[src/inc/dpt_consts.vh]
/*
 * constants for the delay pulse timer: apb register map, field positions,
 * reset values, mode encodings and prescale figures.
 * assumes a 32-bit apb bus with byte addresses and a 25 MHz system clock.
 */
`ifndef DPT_CONSTS_VH
`define DPT_CONSTS_VH

// apb byte addresses (low 16 bits of paddr)
`define DPT_ADDR_TIMER_CONTROL   16'hFF38
`define DPT_ADDR_INPUT_CONTROL   16'hFF50
`define DPT_ADDR_OUTPUT_MODE     16'hFF54
`define DPT_ADDR_OUTPUT_ENLVL    16'hFF58
`define DPT_ADDR_COMPARE_A       16'hFF60
`define DPT_ADDR_COMPARE_B       16'hFF64
`define DPT_ADDR_COMPARE_C       16'hFF68
`define DPT_ADDR_TIMER_VALUE     16'hFF6C
`define DPT_ADDR_PRESCALE        16'hFF70
`define DPT_ADDR_IRQ_STATUS      16'hFF74

// timer_control fields
`define DPT_TC_CLEAR_ENABLE      0
`define DPT_TC_COUNT_CONTROL     3
// input_control fields
`define DPT_IC_CLEAR_SOURCE_SEL  7
// output_enable_level fields: enable in bits 0..2, level in bits 4..6
`define DPT_OEL_EN_LSB           0
`define DPT_OEL_LVL_LSB          4
// prescale register: bit 0 selects divide by 16
`define DPT_PS_DIV16             0
// irq status register: bit 0 capture request
`define DPT_IRQ_CAPTURE          0

// reset values
`define DPT_RST_BYTE             8'h00
`define DPT_RST_WORD             16'h0000
`define DPT_RST_DIV              4'h0

// prescale terminal counts
`define DPT_DIV8_LAST            4'h7
`define DPT_DIV16_LAST           4'hF

// output mode encodings (low six bits)
`define DPT_MODE_ALL_TOGGLE      6'h00
`define DPT_MODE_D1_RS           6'h16
`define DPT_MODE_D2_RS           6'h17
`define DPT_MODE_TG_RS           6'h14
`define DPT_MODE_D11             6'h0A
`define DPT_MODE_D21             6'h0B
`define DPT_MODE_D12             6'h0E
`define DPT_MODE_D22             6'h0F

// per-channel mode codes
`define DPT_CH_TOGGLE            2'h0
`define DPT_CH_RS                2'h1
`define DPT_CH_DELAY1            2'h2
`define DPT_CH_DELAY2            2'h3

`endif

[src/verilog/dpt_timer.v]
/*
 * delay pulse timer: 16-bit up counter cleared by a selectable clear
 * pulse, three compare channels driving three output pins, apb slave.
 * assumes the event divider pulse and the clear pin are synchronous to
 * clk_sys and that software keeps the start-up wait after reset.
 */
`timescale 1ns/1ps
`default_nettype none
`include "dpt_consts.vh"

module dpt_timer (
  input  wire        clk_sys,
  input  wire        sys_rst,
  input  wire        psel,
  input  wire        penable,
  input  wire        pwrite,
  input  wire [15:0] paddr,
  input  wire [31:0] pwdata,
  output wire        pready,
  output wire        pslverr,
  output reg  [31:0] prdata,
  input  wire        ext_clear_pin,
  input  wire        event_divider,
  output wire        out_a,
  output wire        out_b,
  output wire        out_c,
  output wire        capture_irq
);
  // software registers
  reg  [7:0]  timer_control_q;
  reg  [7:0]  input_control_q;
  reg  [7:0]  output_mode_select_q;
  reg  [7:0]  output_enable_level_q;
  reg  [15:0] compare_a_q;
  reg  [15:0] compare_b_q;
  reg  [15:0] compare_c_q;
  reg         prescale_q;
  reg         capture_irq_q;
  // timer state
  reg  [15:0] phase_timer_q;
  reg         clear_lvl_q;
  reg         mode_wr_q;
  reg  [2:0]  en_prev_q;
  reg  [2:0]  match_q;
  reg         clear_edge_q;

  wire        wr_w;
  wire        rd_w;
  wire        mapped_w;
  wire        clear_src_w;
  wire        clear_src_lvl_w;
  wire        count_on_w;
  wire        clear_en_w;
  wire        tick_w;
  wire [2:0]  en_w;
  wire [2:0]  lvl_w;
  wire [2:0]  en_rise_w;
  wire [1:0]  mode_a_w;
  wire [1:0]  mode_b_w;
  wire [1:0]  mode_c_w;
  wire        st_a_w;
  wire        st_b_w;
  wire        st_c_w;

  // address decode shared by write and error paths; the read mux decodes on its own
  function is_mapped;
    input [15:0] a;
    begin
      is_mapped = (a == `DPT_ADDR_TIMER_CONTROL) || (a == `DPT_ADDR_INPUT_CONTROL) ||
                  (a == `DPT_ADDR_OUTPUT_MODE)   || (a == `DPT_ADDR_OUTPUT_ENLVL)  ||
                  (a == `DPT_ADDR_COMPARE_A)     || (a == `DPT_ADDR_COMPARE_B)     ||
                  (a == `DPT_ADDR_COMPARE_C)     || (a == `DPT_ADDR_TIMER_VALUE)   ||
                  (a == `DPT_ADDR_PRESCALE)      || (a == `DPT_ADDR_IRQ_STATUS);
    end
  endfunction

  // channel mode from the mode register, one of four codes per pin
  function [5:0] mode_decode;
    input [5:0] m;
    begin
      case (m)
        `DPT_MODE_D1_RS: mode_decode = {`DPT_CH_DELAY1, `DPT_CH_RS, `DPT_CH_RS};
        `DPT_MODE_D2_RS: mode_decode = {`DPT_CH_DELAY2, `DPT_CH_RS, `DPT_CH_RS};
        `DPT_MODE_TG_RS: mode_decode = {`DPT_CH_TOGGLE, `DPT_CH_RS, `DPT_CH_RS};
        `DPT_MODE_D11: mode_decode = {`DPT_CH_DELAY1, `DPT_CH_DELAY1, `DPT_CH_TOGGLE};
        `DPT_MODE_D21: mode_decode = {`DPT_CH_DELAY2, `DPT_CH_DELAY1, `DPT_CH_TOGGLE};
        `DPT_MODE_D12: mode_decode = {`DPT_CH_DELAY1, `DPT_CH_DELAY2, `DPT_CH_TOGGLE};
        `DPT_MODE_D22: mode_decode = {`DPT_CH_DELAY2, `DPT_CH_DELAY2, `DPT_CH_TOGGLE};
        default: mode_decode = {`DPT_CH_TOGGLE, `DPT_CH_TOGGLE, `DPT_CH_TOGGLE};
      endcase
    end
  endfunction

  // compare hit on the value the counter takes at the coming tick
  function next_hits;
    input [15:0] cnt;
    input [15:0] cmp;
    begin
      next_hits = ((cnt + 16'h0001) == cmp);
    end
  endfunction

  // pin level: disabled pins sit low, level bit one means active high
  function pin_drive;
    input en;
    input st;
    input lvl;
    begin
      pin_drive = en & (st ^ ~lvl);
    end
  endfunction

  // apb slave answers in the access cycle, never waits
  assign pready   = 1'b1;
  assign mapped_w = is_mapped(paddr);
  assign pslverr  = psel && penable && !mapped_w;
  assign wr_w     = psel && penable && pwrite && mapped_w;
  // reads are latched in the setup cycle so the data stands through access
  assign rd_w     = psel && !penable && !pwrite;

  // register writes; byte-wide registers take the whole low byte at once
  always @(posedge clk_sys or posedge sys_rst) begin
    if (sys_rst) begin
      timer_control_q       <= `DPT_RST_BYTE;
      input_control_q       <= `DPT_RST_BYTE;
      output_mode_select_q  <= `DPT_RST_BYTE;
      output_enable_level_q <= `DPT_RST_BYTE;
      compare_a_q           <= `DPT_RST_WORD;
      compare_b_q           <= `DPT_RST_WORD;
      compare_c_q           <= `DPT_RST_WORD;
      prescale_q            <= 1'b0;
    end else if (wr_w) begin
      case (paddr)
        `DPT_ADDR_TIMER_CONTROL: timer_control_q <= pwdata[7:0];
        `DPT_ADDR_INPUT_CONTROL: input_control_q <= pwdata[7:0];
        `DPT_ADDR_OUTPUT_MODE:   output_mode_select_q <= pwdata[7:0];
        `DPT_ADDR_OUTPUT_ENLVL:  output_enable_level_q <= pwdata[7:0];
        `DPT_ADDR_COMPARE_A:     compare_a_q <= pwdata[15:0];
        `DPT_ADDR_COMPARE_B:     compare_b_q <= pwdata[15:0];
        `DPT_ADDR_COMPARE_C:     compare_c_q <= pwdata[15:0];
        `DPT_ADDR_PRESCALE:      prescale_q <= pwdata[`DPT_PS_DIV16];
        default: prescale_q <= prescale_q;
      endcase
    end
  end

  // read mux; write-only control registers read as zero
  always @(posedge clk_sys or posedge sys_rst) begin
    if (sys_rst) begin
      prdata <= 32'h00000000;
    end else if (rd_w) begin
      case (paddr)
        `DPT_ADDR_COMPARE_A:   prdata <= {16'h0000, compare_a_q};
        `DPT_ADDR_COMPARE_B:   prdata <= {16'h0000, compare_b_q};
        `DPT_ADDR_COMPARE_C:   prdata <= {16'h0000, compare_c_q};
        `DPT_ADDR_TIMER_VALUE: prdata <= {16'h0000, phase_timer_q};
        `DPT_ADDR_PRESCALE:    prdata <= {31'h00000000, prescale_q};
        `DPT_ADDR_IRQ_STATUS:  prdata <= {31'h00000000, capture_irq_q};
        default:               prdata <= 32'h00000000;
      endcase
    end
  end

  // capture request raised by a source change, cleared by writing one
  always @(posedge clk_sys or posedge sys_rst) begin
    if (sys_rst) begin
      capture_irq_q <= 1'b0;
    end else if (wr_w && paddr == `DPT_ADDR_INPUT_CONTROL &&
                 pwdata[`DPT_IC_CLEAR_SOURCE_SEL] != clear_src_w) begin
      capture_irq_q <= 1'b1;
    end else if (wr_w && paddr == `DPT_ADDR_IRQ_STATUS && pwdata[`DPT_IRQ_CAPTURE]) begin
      capture_irq_q <= 1'b0;
    end
  end
  assign capture_irq = capture_irq_q;

  assign clear_src_w = input_control_q[`DPT_IC_CLEAR_SOURCE_SEL];
  assign count_on_w  = timer_control_q[`DPT_TC_COUNT_CONTROL];
  assign clear_en_w  = timer_control_q[`DPT_TC_CLEAR_ENABLE];
  // selected clear pulse level before it is registered
  assign clear_src_lvl_w = clear_src_w ? event_divider : ext_clear_pin;

  // clear pulse source select and edge detection, both edges count
  always @(posedge clk_sys or posedge sys_rst) begin
    if (sys_rst) begin
      clear_lvl_q  <= 1'b0;
      clear_edge_q <= 1'b0;
    end else begin
      clear_lvl_q  <= clear_src_lvl_w;
      clear_edge_q <= clear_src_lvl_w != clear_lvl_q;
    end
  end

  dpt_prescaler u_prescaler (
    .clk_sys (clk_sys),
    .sys_rst (sys_rst),
    .run     (count_on_w),
    .div16   (prescale_q),
    .tick    (tick_w)
  );

  // counter: stop clears, enabled clear edge clears, tick counts
  always @(posedge clk_sys or posedge sys_rst) begin
    if (sys_rst) begin
      phase_timer_q <= `DPT_RST_WORD;
    end else if (!count_on_w) begin
      phase_timer_q <= `DPT_RST_WORD;
    end else if (clear_edge_q && clear_en_w) begin
      phase_timer_q <= `DPT_RST_WORD;
    end else if (tick_w) begin
      phase_timer_q <= phase_timer_q + 16'h0001;
    end
  end

  // registered match strobes, one per compare channel; mode write marker
  always @(posedge clk_sys or posedge sys_rst) begin
    if (sys_rst) begin
      match_q   <= 3'h0;
      mode_wr_q <= 1'b0;
      en_prev_q <= 3'h0;
    end else begin
      // strobes line up with the edge at which the counter reaches the value
      match_q[0] <= tick_w && next_hits(phase_timer_q, compare_a_q);
      match_q[1] <= tick_w && next_hits(phase_timer_q, compare_b_q);
      match_q[2] <= tick_w && next_hits(phase_timer_q, compare_c_q);
      mode_wr_q  <= wr_w && (paddr == `DPT_ADDR_OUTPUT_MODE);
      en_prev_q  <= en_w;
    end
  end

  assign en_w      = output_enable_level_q[`DPT_OEL_EN_LSB+2:`DPT_OEL_EN_LSB];
  assign lvl_w     = output_enable_level_q[`DPT_OEL_LVL_LSB+2:`DPT_OEL_LVL_LSB];
  assign en_rise_w = en_w & ~en_prev_q;
  assign {mode_a_w, mode_b_w, mode_c_w} = mode_decode(output_mode_select_q[5:0]);

  // channel a: toggle or either delay mode, never set/reset
  dpt_channel u_chan_a (
    .clk_sys     (clk_sys),
    .sys_rst     (sys_rst),
    .mode        (mode_a_w),
    .mode_wr     (mode_wr_q),
    .init_lvl    (1'b0),
    .enable_rise (en_rise_w[0]),
    .match       (match_q[0]),
    .match_rst   (1'b0),
    .clear_lvl   (clear_lvl_q),
    .state       (st_a_w)
  );

  // channel b: the set/reset flip-flop, reset by the third compare
  dpt_channel u_chan_b (
    .clk_sys     (clk_sys),
    .sys_rst     (sys_rst),
    .mode        (mode_b_w),
    .mode_wr     (mode_wr_q),
    .init_lvl    (1'b0),
    .enable_rise (en_rise_w[1]),
    .match       (match_q[1]),
    .match_rst   (match_q[2]),
    .clear_lvl   (clear_lvl_q),
    .state       (st_b_w)
  );

  // channel c: toggle only; its state is unused in set/reset mode
  dpt_channel u_chan_c (
    .clk_sys     (clk_sys),
    .sys_rst     (sys_rst),
    .mode        (mode_c_w),
    .mode_wr     (mode_wr_q),
    .init_lvl    (1'b0),
    .enable_rise (en_rise_w[2]),
    .match       (match_q[2]),
    .match_rst   (1'b0),
    .clear_lvl   (clear_lvl_q),
    .state       (st_c_w)
  );

  // pins: state xnor active level, gated by enable
  // c mirrors the inverse of b in rs mode, so with equal active levels the pair never overlaps
  assign out_a = pin_drive(en_w[0], st_a_w, lvl_w[0]);
  assign out_b = pin_drive(en_w[1], st_b_w, lvl_w[1]);
  assign out_c = pin_drive(en_w[2], (mode_c_w == `DPT_CH_RS) ? ~st_b_w : st_c_w,
                           lvl_w[2]);
endmodule // dpt_timer

`default_nettype wire

[src/verilog/dpt_prescaler.v]
/*
 * count clock prescaler: divides the system clock by 8 or 16 and gives
 * a one-cycle tick.  assumes it is held cleared while counting is stopped.
 */
`timescale 1ns/1ps
`default_nettype none
`include "dpt_consts.vh"

module dpt_prescaler (
  input  wire       clk_sys,
  input  wire       sys_rst,
  input  wire       run,
  input  wire       div16,
  output wire       tick
);
  reg  [3:0] div_q;
  wire [3:0] last_w;

  // terminal count for divide by 8 or 16
  assign last_w = div16 ? `DPT_DIV16_LAST : `DPT_DIV8_LAST;
  assign tick   = run && (div_q == last_w);

  // free count while running, parked at zero while stopped
  always @(posedge clk_sys or posedge sys_rst) begin
    if (sys_rst) begin
      div_q <= `DPT_RST_DIV;
    end else if (!run || div_q == last_w) begin
      div_q <= `DPT_RST_DIV;
    end else begin
      div_q <= div_q + 4'h1;
    end
  end
endmodule // dpt_prescaler

`default_nettype wire

[src/verilog/dpt_channel.v]
/*
 * one output channel flip-flop: toggle, set/reset or delay latch.
 * assumes match strobes are one-cycle pulses and the mode is stable.
 */
`timescale 1ns/1ps
`default_nettype none
`include "dpt_consts.vh"

module dpt_channel (
  input  wire       clk_sys,
  input  wire       sys_rst,
  input  wire [1:0] mode,
  input  wire       mode_wr,
  input  wire       init_lvl,
  input  wire       enable_rise,
  input  wire       match,
  input  wire       match_rst,
  input  wire       clear_lvl,
  output wire       state
);
  reg state_q;
  reg state_d;

  // next state per mode; mode write and enable rise reinitialise
  always @* begin
    state_d = state_q;
    if (mode_wr) begin
      state_d = (mode == `DPT_CH_TOGGLE) ? init_lvl : 1'b0;
    end else if (enable_rise) begin
      state_d = 1'b0;
    end else begin
      case (mode)
        `DPT_CH_TOGGLE: if (match) state_d = ~state_q;
        `DPT_CH_RS: begin
          if (match_rst) state_d = 1'b0;
          else if (match) state_d = 1'b1;
        end
        `DPT_CH_DELAY1: if (match) state_d = clear_lvl;
        `DPT_CH_DELAY2: if (match) state_d = ~clear_lvl;
        default: state_d = state_q;
      endcase
    end
  end

  always @(posedge clk_sys or posedge sys_rst) begin
    if (sys_rst) state_q <= 1'b0;
    else state_q <= state_d;
  end

  assign state = state_q;
endmodule // dpt_channel

`default_nettype wire

[config.mk]
export PLATFORM = sky130hd
export DESIGN_NAME = dpt_timer
export DESIGN_NICKNAME = d
export VERILOG_FILES = /design/src/verilog/dpt_timer.v /design/src/verilog/dpt_prescaler.v /design/src/verilog/dpt_channel.v
export VERILOG_INCLUDE_DIRS = /design/src /design/src/inc
export SDC_FILE = /design/constraint.sdc
export NUM_CORES = 1
export LEC_CHECK = 0
export ABC_AREA = 1
export BUFFER_PORTS_ARGS = -buffer_cell sky130_fd_sc_hd__buf_2
export CORE_MARGIN = 2
export CORE_UTILIZATION = 40
export CTS_BUF_LIST = sky130_fd_sc_hd__clkbuf_4 sky130_fd_sc_hd__clkbuf_8 sky130_fd_sc_hd__clkbuf_16
export DETAILED_ROUTE_END_ITERATION = 12
export GPL_TIMING_DRIVEN = 0
export HOLD_SLACK_MARGIN = 0.03
export PLACE_DENSITY_LB_ADDON = 0.25
export SLEW_MARGIN = 40
export SYNTH_ARGS = -nofsm -noshare
export SYNTH_HDL_FRONTEND = slang
export SYNTH_SLANG_ARGS = --single-unit
[constraint.sdc]
create_clock -name clk_sys -period 3.65 [get_ports clk_sys]
set_input_delay 0.1825 -clock clk_sys [delete_from_list [all_inputs] [get_ports clk_sys]]
set_output_delay 0.1825 -clock clk_sys [all_outputs]
set_load 0.02 [all_outputs]
---- Word-level counts from Yosys, hierarchy flattened ----
Cells that the tools add are included.
word-level totals
  input port bits ......................... 55
  word-level logic and storage cells ...... 160
  register bits ........................... 139
operators by class
  reductions and logical operators ........ 45
  equal/unequal tests ..................... 45
  bitwise gates (word level) .............. 15
  multiplexer cells ....................... 33
  add/subtract/negate cells ............... 2
operators by type and width
  operator                                                                count
  16-bit equality test (second input constant)                            10
  16-bit one-hot mux with 6 select lines                                  1
  16-bit equality test                                                    3
  16-bit 2-to-1 mux                                                       3
  4-bit != test (second input constant)                                   11
  6-bit one-hot mux with 7 select lines                                   1
  6-bit by 4-bit equality test with 1-bit output (second input constant)  4
  1-bit 2-to-1 mux                                                        23
  6-bit by 5-bit equality test with 1-bit output (second input constant)  3
  16-bit by 1-bit adder with 16-bit output (second input constant)        1
  1-bit logical AND                                                       16
  2-bit AND reduction                                                     8
  2-bit equality test (second input constant)                             6
  1-bit one-hot mux with 4 select lines                                   3
  4-bit AND reduction                                                     3
  1-bit logical OR                                                        10
  4-bit 2-to-1 mux                                                        2
  1-bit NOT                                                               7
  2-bit by 1-bit equality test with 1-bit output (second input constant)  3
  2-bit zero test                                                         3
  5-bit != test (second input constant)                                   1
  4-bit by 1-bit adder with 4-bit output (second input constant)          1
  4-bit equality test                                                     1
  1-bit zero test                                                         4
  7 further kinds                                                         12

---- Logic depth before layout (Yosys ltp) ----
Gate-level depths: netlist of run 1.
  depth after elaboration ................. 15
  depth in mapped cells ................... 13
  depth with buffers taken out ............ 12

---- Hierarchy ----
Synthesis of run 1 repeated with hierarchy kept, for this count alone.
second synthesis, totals
  cells, all modules ...................... 952
  area, all modules ....................... 6800.3 µm²
modules (own cells, without submodules)
  module         times used  area each (µm²)  sequential area each (µm²)  cells each
  dpt_timer      1           6283.5           2652.5                      866
  dpt_channel    3           103.8            25.0                        20
  dpt_prescaler  1           205.2            100.1                       26

---- Worst setup path before layout of run 1 ----
Ideal clock, no wire load.
  path kind ............................... in2out
  from .................................... input paddr[9]
  to ...................................... output pslverr
  arrival time ............................ 1396 ps
  buffers on the path ..................... 1
  cell stages on the path ................. 10
  setup slack ............................. 2072 ps
  path through ............................ nand2_1 nor2_2 nand2_4 inv_2 nand2_4 nand2_1 nor2_2 nand3_4 buf_4 nor2_1
on the way
  longest elaborated chain between the ends .. 12
  elaborated cells on any way between the ends .. 21
  those cells by class .................... 10 x eq/ne; 11 x reduce/logical
ends and longest elaborated chain
  element                        line             RTL
  from (decl)                    dpt_timer.v:17   input wire [15:0] paddr,
  16-bit equality test           n/a
  1-bit logical OR (8 in a row)  dpt_timer.v:69   is_mapped = (a == `DPT_ADDR_TIMER_CONTROL) || (a == `DPT_ADDR_INPUT_CONTROL) ||
  1-bit logical OR (*)           dpt_timer.v:69
  1-bit zero test (*)            dpt_timer.v:116  assign pslverr = psel && penable && !mapped_w;
  1-bit logical AND (*)          dpt_timer.v:116
  to (decl)                      dpt_timer.v:20   output wire pslverr,
Mark *: on every way between the ends. The rest lies on a longest branch, timed or not.

---- Final worst setup path of run 1 ----
  from .................................... register phase_timer_q[1]
  to ...................................... register match_q[0]
on the way
  longest elaborated chain between the ends .. 3
ends and longest elaborated chain
  element                                   line             RTL
  from (decl)                               dpt_timer.v:40   reg [15:0] phase_timer_q;
  from (signal assigned)                    dpt_timer.v:205  phase_timer_q <= `DPT_RST_WORD;
  from (signal assigned)                    dpt_timer.v:207  phase_timer_q <= `DPT_RST_WORD;
  from (signal assigned)                    dpt_timer.v:209  phase_timer_q <= `DPT_RST_WORD;
  16-bit by 1-bit adder with 16-bit output  dpt_timer.v:99   next_hits = ((cnt + 16'h0001) == cmp);
  16-bit equality test                      dpt_timer.v:99
  1-bit logical AND                         dpt_timer.v:223  match_q[0] <= tick_w && next_hits(phase_timer_q, compare_a_q);
  to (signal assigned)                      dpt_timer.v:223
  to (decl)                                 dpt_timer.v:44   reg [2:0] match_q;
Every way passes these cells.
A chain may end at the register's enable or synchronous reset.

==> results of run 1 <==
-- stage by stage --
| step | power (mW) | std cells | hold slack [ns] | setup WS, ns |
|---|---|---|---|---|
| global placement | 1.41 | 1190 | 0.373 | -1.08 |
| CTS | 3.05 | 1229 | 0.0331 | 1.43 |
| global route | 3.13 | 1229 | 0.0478 | 1.23 |
| detailed placement | 1.42 | 1191 | 0.187 | 1.47 |
| finish | 3.04 | 1229 | 0.0424 | 1.41 |
| floorplan | 1.36 | 912 | 0.300 | 0.480 |
-- repair_timing --
item | CTS | global route
hold endpoints to repair | 41 | 0
hold buffers | 7 | 0
gates resized for setup | 0 | 0
-- sequential cells by signal (all words and copies together) (netlist names), 4 cells and up --
signal and count:
compare_b_q 16, compare_c_q 16, output_mode_select_q 6, prdata 16, phase_timer_q 16, output_enable_level_q 6
u_prescaler.div_q 4, compare_a_q 16
-- worst max-delay path: stages, from the launching register on --
cell and delay, ns:
dfrtp_1 0.41, ha_1 0.20, nand2_1 0.14, nor2_1 0.31, nand4_1 0.26, nand2_1 0.21
nand2_1 0.07, a21oi_1 0.17, nand3_1 0.10, nor2_1 0.25
-- power by group through the flow --
stage | clock (mW) | sequential, mW | combinational, mW
6_report | 1.64 | 1.26 | 0.143
5_1_grt | 1.71 | 1.26 | 0.157
4_1_cts | 1.65 | 1.26 | 0.144
3_5_place_dp | 0 | 1.28 | 0.137
3_3_place_gp | 0 | 1.28 | 0.131
2_1_floorplan | 0 | 1.28 | 0.0750
-- how the worst max path moves through the flow --
stage	to	slack, ns	depth (start not counted)
detailed placement	match_q[0]	1.47	9
floorplan	capture_irq	0.48	1
finish	match_q[0]	1.41	9
global placement	prdata[6]	-1.08	2
global route	match_q[0]	1.23	11
CTS	match_q[0]	1.43	9
-- kinds of logic (layout without fill, tap and decap cells) --
kind of cell               count (synthesis)  count (layout)
buffers and inverters                    155             252
xor gates and xnor gates                  20              20
muxes                                      4               4
AOI/OAI and AO/OA                        111             111
adders and majority gates                  2               2
and+or+nand+nor                          490             490
DFF                                      113             113
other                                      2              17
-- cell usage after synthesis (3+ instances only) --
library cell  number
nor2_1            69
clkbuf_1          12
nor2_2             8
inv_1            100
nor2_4             5
nand2_2            3
inv_2              8
dfrtp_1          113
nor3_1             4
a21oi_1           11
buf_2              7
o22ai_1           45
xor2_1            10
buf_4             23
nand3_1           65
nand4_1           46
nand3_4            3
nand2_1          280
xnor3_1            6
mux2_2             3
xnor2_1            4
o21ai_0           47
-- cell type report --
cell class / instances / share of cell area, %
Buffer: 45 / 3.49
Clock buffer: 20 / 5.76
Clock inverter: 11 / 1.43
Inverter: 110 / 5.26
Multi-Input combinational cell: 644 / 40.4
Sequential cell: 113 / 35.4
Tap cell: 220 / 3.45
Timing Repair Buffer: 66 / 4.86
-- layer usage --
| metal | vias up | track usage [%] |
|---|---|---|
| met4 | 0 | 6.44 |
| met5 | - | 0 |
| met1 | 2884 | 33.6 |
| li1 | 3108 | - |
| met3 | 32 | 4.30 |
| met2 | 240 | 36.2 |
==> results.txt, run 1 <==
H-tree Lvls - 4
Avg Synthesized Cell Area - 7.45 um^2
WL final - 19800 um
Vias - 6264
Drt pass-1 iters - 5
Reg clk slew, reported paths - 0.05 ns
Endpoint, Worst Hold - compare_a_q[12]
Top_reg_cell synth - dfrtp_1
Worst Clk Skew - 0.00517 ns
Post-synthesis mux area share - 0.655%
Antenna-violating nets left - 0
Worst Hold Launch - pwdata[12]
Multi-input logic area - 3220 um^2
Crit share post-route - 61.4%
WL per Instance - 16.1 um
Synthesized-area fraction occupied by adder cells - 0.374%
Reg2Reg Depth - 9
Synth Area in Simple Gates - 32.8%
Starting DRT DRC Count - 540
Max-Cap Viols - 0
Seq. cell area - 2830 um^2
DP HPWL - 14700 um
Sink Count - 113
Number of synthesized flops with an enable pin - 0
Most frequent cells in the layout - nand2_1, dfrtp_1, inv_1
Finished Core Util - 48.5%
Fmax - 446 MHz
Sw Share - 23.0%
Worst ir drop on vdd - 0.353 mV
Power Dens Cells - 380 nW/um^2
Cells after Synth - 897
Combinational power share - 4.7%
RSZ-0062 raised after global routing - false
Initial antenna violation count - 0
Largest net degree at the start of global routing - 78
Leakage - 4.10 nW
Final instance area - 7990 um^2
Switching pwr - 700 uW
Reg2reg end - match_q[0]
Tightest Pin Transition - 0.661 ns
DP Area - 7340 um^2
Cell taking the most area after synthesis - dfrtp_1
Die width - 133 um
CP endpoint kind - flop
CTS buffer count - 17
Die area - 17800 um^2
CP required - 3.95 ns
Warnings from Yosys - 0
Final setup fails - 0
CP Launch Type - flop
Post-synthesis sequential area ratio - 42.3%
Clock latency on the worst-skew pair - 0.42 ns
Max Slew Vio Count - 0
Row count - 47
Post-synthesis async set-or-reset flop share - 100%
Xor/xnor cell area share of the yosys netlist - 3.85%
Metal2 WL - 9030 um
Layout area overhead - 19.5%
First-pass GRT wire length - 31800 um
Post-CTS setup buffer count - 0
I/O pin total - 93
Yosys reg bits - 113
Synth area leaders - dfrtp_1, nand2_1, inv_1, nand3_1, nand4_1
CTS tree - done
Initial Util - 40.6%
Largest family of logic cells by synthesized area - simple AND/OR/NAND/NOR gates
Critical path class - reg2reg
Worst r2r src - phase_timer_q[1]
Synth top area share - 42.3%
Worst Hold Depth - 3
Worst Path Arrival - 2.54 ns
Max-Slew Margin vs Limit - 55.9%
Most common cell after layout, fill and taps aside - nand2_1
Fin. Hold Viols - 0
Core footprint - 16500 um^2
DR top layer - met4
Port bufs - 58
Layout fillers - 1648
Antenna cells - 0
R2R Setup Slk - 1.41 ns
Met3 Wirelength - 1280 um
DRC Markers - 0
Critical path fanouts, max - 5
Critical path origin - phase_timer_q[1]
GRT overflow - 0
Int Pwr - 2.34 mW
Clock Path Buffers - 2
Clock root buffer - clkbuf_16
Clock power share - 53.8%
NumNets Final - 1054
RePlAce Congestion - 0.909
Layout cells sized above 1 - 16.1%
Synth Cell Area - 6690 um^2
Status - finished clean
Reg power frac - 41.5%
Setup TNS - 0 ns
GRT Total Usage - 23.3%
Die H - 133 um
Via density - 5.10
Number of global-route vias before repair - 5773
HP Class - in2reg
Compound-Gate Fraction of Synth Area - 9.58%
M1 wire length - 9210 um
Period minus WS final - 2.24 ns
Number of distinct library cells after synthesis - 39
Note: power is estimated with default switching activity, not from simulation.
==> inputs of run 2 (changes only) <==
--- a/config.mk
+++ b/config.mk
@@ -6,7 +6,7 @@
 export SDC_FILE = /design/constraint.sdc
 export NUM_CORES = 1
 export LEC_CHECK = 0
-export ABC_AREA = 1
+export ABC_AREA = 0
 export BUFFER_PORTS_ARGS = -buffer_cell sky130_fd_sc_hd__buf_2
 export CORE_MARGIN = 2
 export CORE_UTILIZATION = 40
==> constraint.sdc (replaced) <==
create_clock -name clk_sys -period 2.3 [get_ports clk_sys]
set_input_delay 0.115 -clock clk_sys [delete_from_list [all_inputs] [get_ports clk_sys]]
set_output_delay 0.115 -clock clk_sys [all_outputs]
set_load 0.02 [all_outputs]
==> run 2 against run 1 <==
  * The run now ends with setup timing left
  * Global-route usage fell by 2.0 points
  * Routed wire length fell by 9.9%
  * Sequential power rose by 59%
  * Clock skew rose by 0.0035 ns
  * Sequential cell count did not move
  * Worst setup slack got worse by 1.4 ns
  * Highest routed layer is now met5
==> results.txt, run 2 <==
Most common cell after layout, fill and taps aside - dfrtp_1 (was nand2_1)
HP Class - in2reg (unchanged)
Sink Count - 113 (unchanged)
I/O pin total - 93 (unchanged)
Number of distinct library cells after synthesis - 62 (was 39)
Antenna cells - 0 (unchanged)
Worst Path Buf+Inv - 0 (unchanged)
Max-Cap Viols - 0 (unchanged)
Leakage - 3.83 nW (was 4.10 nW)
Synth Cell Area - 6530 um^2 (was 6690 um^2)
GRT Total Usage - 21.3% (was 23.3%)
Critical path fanouts, max - 6 (was 5)
Die H - 132 um (was 133 um)
Number of global-route vias before repair - 5209 (was 5773)
GRT overflow - 0 (unchanged)
Largest delay share family, worst path - simple AND/OR/NAND/NOR gates (unchanged)
Max-Slew Margin vs Limit - 46.7% (was 55.9%)
Finished Core Util - 52.5% (was 48.5%)
CTS buffer count - 17 (unchanged)
Initial Util - 41.0% (was 40.6%)
Crit share post-route - 100% (was 61.4%)
Post-synth top cells - dfrtp_1, mux2_2, nand2_1, xnor2_1, o21ai_0 (was nand2_1, dfrtp_1, inv_1, nor2_1, nand3_1)
Largest net degree at the start of global routing - 26 (was 78)
Initial antenna violation count - 1 (was 0)
Max stage delay on crit path - 0.60 ns (was 0.41 ns)
Failing checks - setup timing
Clock latency on the worst-skew pair - 0.42 ns (about the same)
CP endpoint kind - flop (unchanged)
Vias - 5109 (was 6264)
Top_reg_cell synth - dfrtp_1 (unchanged)
RSZ-0062 raised after global routing - true (was false)
Starting DRT DRC Count - 385 (was 540)
Worst-path cell chain - ha_4, nand3_4, or4_4, xnor2_4, xnor2_2, nand4_1, nor4_4 (was ha_1, nand2_1, nor2_1, nand4_1, nand2_1, nand2_1, a21oi_1, nand3_1, nor2_1)
Number of synthesized flops with an enable pin - 0 (unchanged)
Layout area overhead - 28.2% (was 19.5%)
Most numerous cell in the Yosys netlist - dfrtp_1 (was nand2_1)
Worst Clk Skew - 0.00862 ns (was 0.00517 ns)
RePlAce Congestion - 0.915 (was 0.909)
Warnings from Yosys - 0 (unchanged)
Reg clk slew, reported paths - 0.06 ns (was 0.05 ns)
Post-synthesis sequential area ratio - 43.3% (was 42.3%)
Tightest Pin Transition - 0.799 ns (was 0.661 ns)
DP HPWL - 13100 um (was 14700 um)
CTS tree - done (unchanged)
Row count - 46 (was 47)
CP required - 2.60 ns (was 3.95 ns)
WL final - 17900 um (was 19800 um)
Post-synthesis async set-or-reset flop share - 100% (unchanged)
WL per Instance - 18.6 um (was 16.1 um)
Die width - 132 um (was 133 um)
Synth top area share - 43.3% (was 42.3%)
Fmax - 433 MHz (was 446 MHz)
Layout fillers - 1405 (was 1648)
Die area - 17400 um^2 (was 17800 um^2)
Final setup margin - -0.00950 ns (was 1.41 ns)
Core footprint - 15900 um^2 (was 16500 um^2)
Status - complete, but fails checks (was finished clean)
Worst Path Arrival - 2.61 ns (was 2.54 ns)
Clock Path Buffers - 2 (unchanged)
Worst ir drop on vdd - 0.485 mV (was 0.353 mV)
Power Dens Cells - 593 nW/um^2 (was 380 nW/um^2)
Cells after Synth - 614 (was 897)
H-tree Lvls - 4 (unchanged)
DRC Markers - 0 (unchanged)
Synth area leaders - dfrtp_1, mux2_2, xnor2_1, mux4_2, xor2_1 (was dfrtp_1, nand2_1, inv_1, nand3_1, nand4_1)
Final hold slack - 0.0395 ns (was 0.0424 ns)
Most frequent cells in the layout - dfrtp_1, mux2_2, buf_2 (was nand2_1, dfrtp_1, inv_1)
Fin. Hold Viols - 0 (unchanged)
NumNets Final - 791 (was 1054)
Critical path class - reg2reg (unchanged)
Crit-path slowest cell - or4_4 (was dfrtp_1)
Drt pass-1 iters - 5 (unchanged)
Via density - 5.32 (was 5.10)
Layout cells sized above 1 - 34.8% (was 16.1%)
Final instance area - 8370 um^2 (was 7990 um^2)
DP Area - 7310 um^2 (was 7340 um^2)
Clock root buffer - clkbuf_16 (unchanged)
First-pass GRT wire length - 28400 um (was 31800 um)
Yosys reg bits - 113 (unchanged)
Cell taking the most area after synthesis - dfrtp_1 (unchanged)
Port bufs - 59 (was 58)
CP Launch Type - flop (unchanged)
Max Slew Vio Count - 0 (unchanged)
Avg Synthesized Cell Area - 10.6 um^2 (was 7.45 um^2)
Period minus WS final - 2.31 ns (was 2.24 ns)
Final setup fails - 1 (was 0)
R2R Setup Slk - -0.009 ns (was 1.41 ns)
Antenna-violating nets left - 0 (unchanged)
[run 2: worst register-to-register path: cells and delay by family (launching register included)]
| kind | cells | cell delay [ns] |
|---|---|---|
| DFF | 1 | 0.38 |
| and+or+nand+nor | 4 | 1.23 |
| adders and majority gates | 1 | 0.19 |
| xor gates and xnor gates | 2 | 0.38 |
[run 2: where the power goes]
part | switching (mW) | internal, mW | leakage [nW] | total [mW]
registers | 0.00259 | 1.99 | 1.57 | 2.00
logic | 0.144 | 0.106 | 1.96 | 0.250
clock network | 0.913 | 1.80 | 0.301 | 2.71
total | 1.06 | 3.90 | 3.83 | 4.96
[run 2: cells by family after synthesis]
kind of cell,Yosys count,share of synthesized area (%)
xor gates and xnor gates,80,11.2
muxes,84,17.2
and+or+nand+nor,185,15.4
buffers and inverters,70,5.35
AOI/OAI and AO/OA,78,7.05
adders and majority gates,2,0.383
DFF,113,43.3
other,2,0.115
[run 2: area by class of cell]
type,instances,area [um^2],share of cell area (%)
inverter,22,86.3,1.03
sequential,113,2830,33.8
buffer,44,265,3.17
timing repair buffer,90,658,7.86
clock buffer,21,480,5.74
tap,216,270,3.23
clock inverter,9,130,1.55
multi-input combinational,446,3650,43.6
[run 2: repair_timing]
action                                  CTS  global route
buffers inserted                          8             3
endpoints found under the setup margin    4             3
hold buffers                             14             1
resized for setup                        38            16
hold endpoints to repair                 74             1
pin swaps                                 9             7
[run 2: worst paths after layout]
| kind | endpoint | start | depth (start not counted) |
|---|---|---|---|
| min reg2reg | en_prev_q[2] | output_enable_level_q[2] | 0 |
| min | compare_b_q[1] | pwdata[1] | 2 |
| max | match_q[1] | phase_timer_q[0] | 7 |
| max in group asynchronous | phase_timer_q[12] | sys_rst | 6 |
| max reg2reg | match_q[1] | phase_timer_q[0] | 7 |
| min in group asynchronous | compare_a_q[2] | sys_rst | 3 |
[run 2: stage by stage]
step | setup TNS, ns | std cells | setup WS [ns] | power (mW)
after floorplan | 0 | 629 | 0.0324 | 2.15
after global placement | -5.53 | 904 | -0.774 | 2.23
after detailed placement | -5.77 | 909 | -0.824 | 2.26
after CTS | -0.158 | 958 | -0.0933 | 5.00
after global routing | -0.261 | 961 | -0.151 | 5.13
final | -0.00950 | 961 | -0.00950 | 4.96
[run 2: routing by layer]
| metal | track usage (%) | share of wire [%] |
|---|---|---|
| met1 | 27.7 | 45 |
| met5 | 0 | 0.073 |
| met3 | 5.11 | 5.2 |
| met2 | 34.9 | 48 |
| met4 | 7.31 | 2.0 |
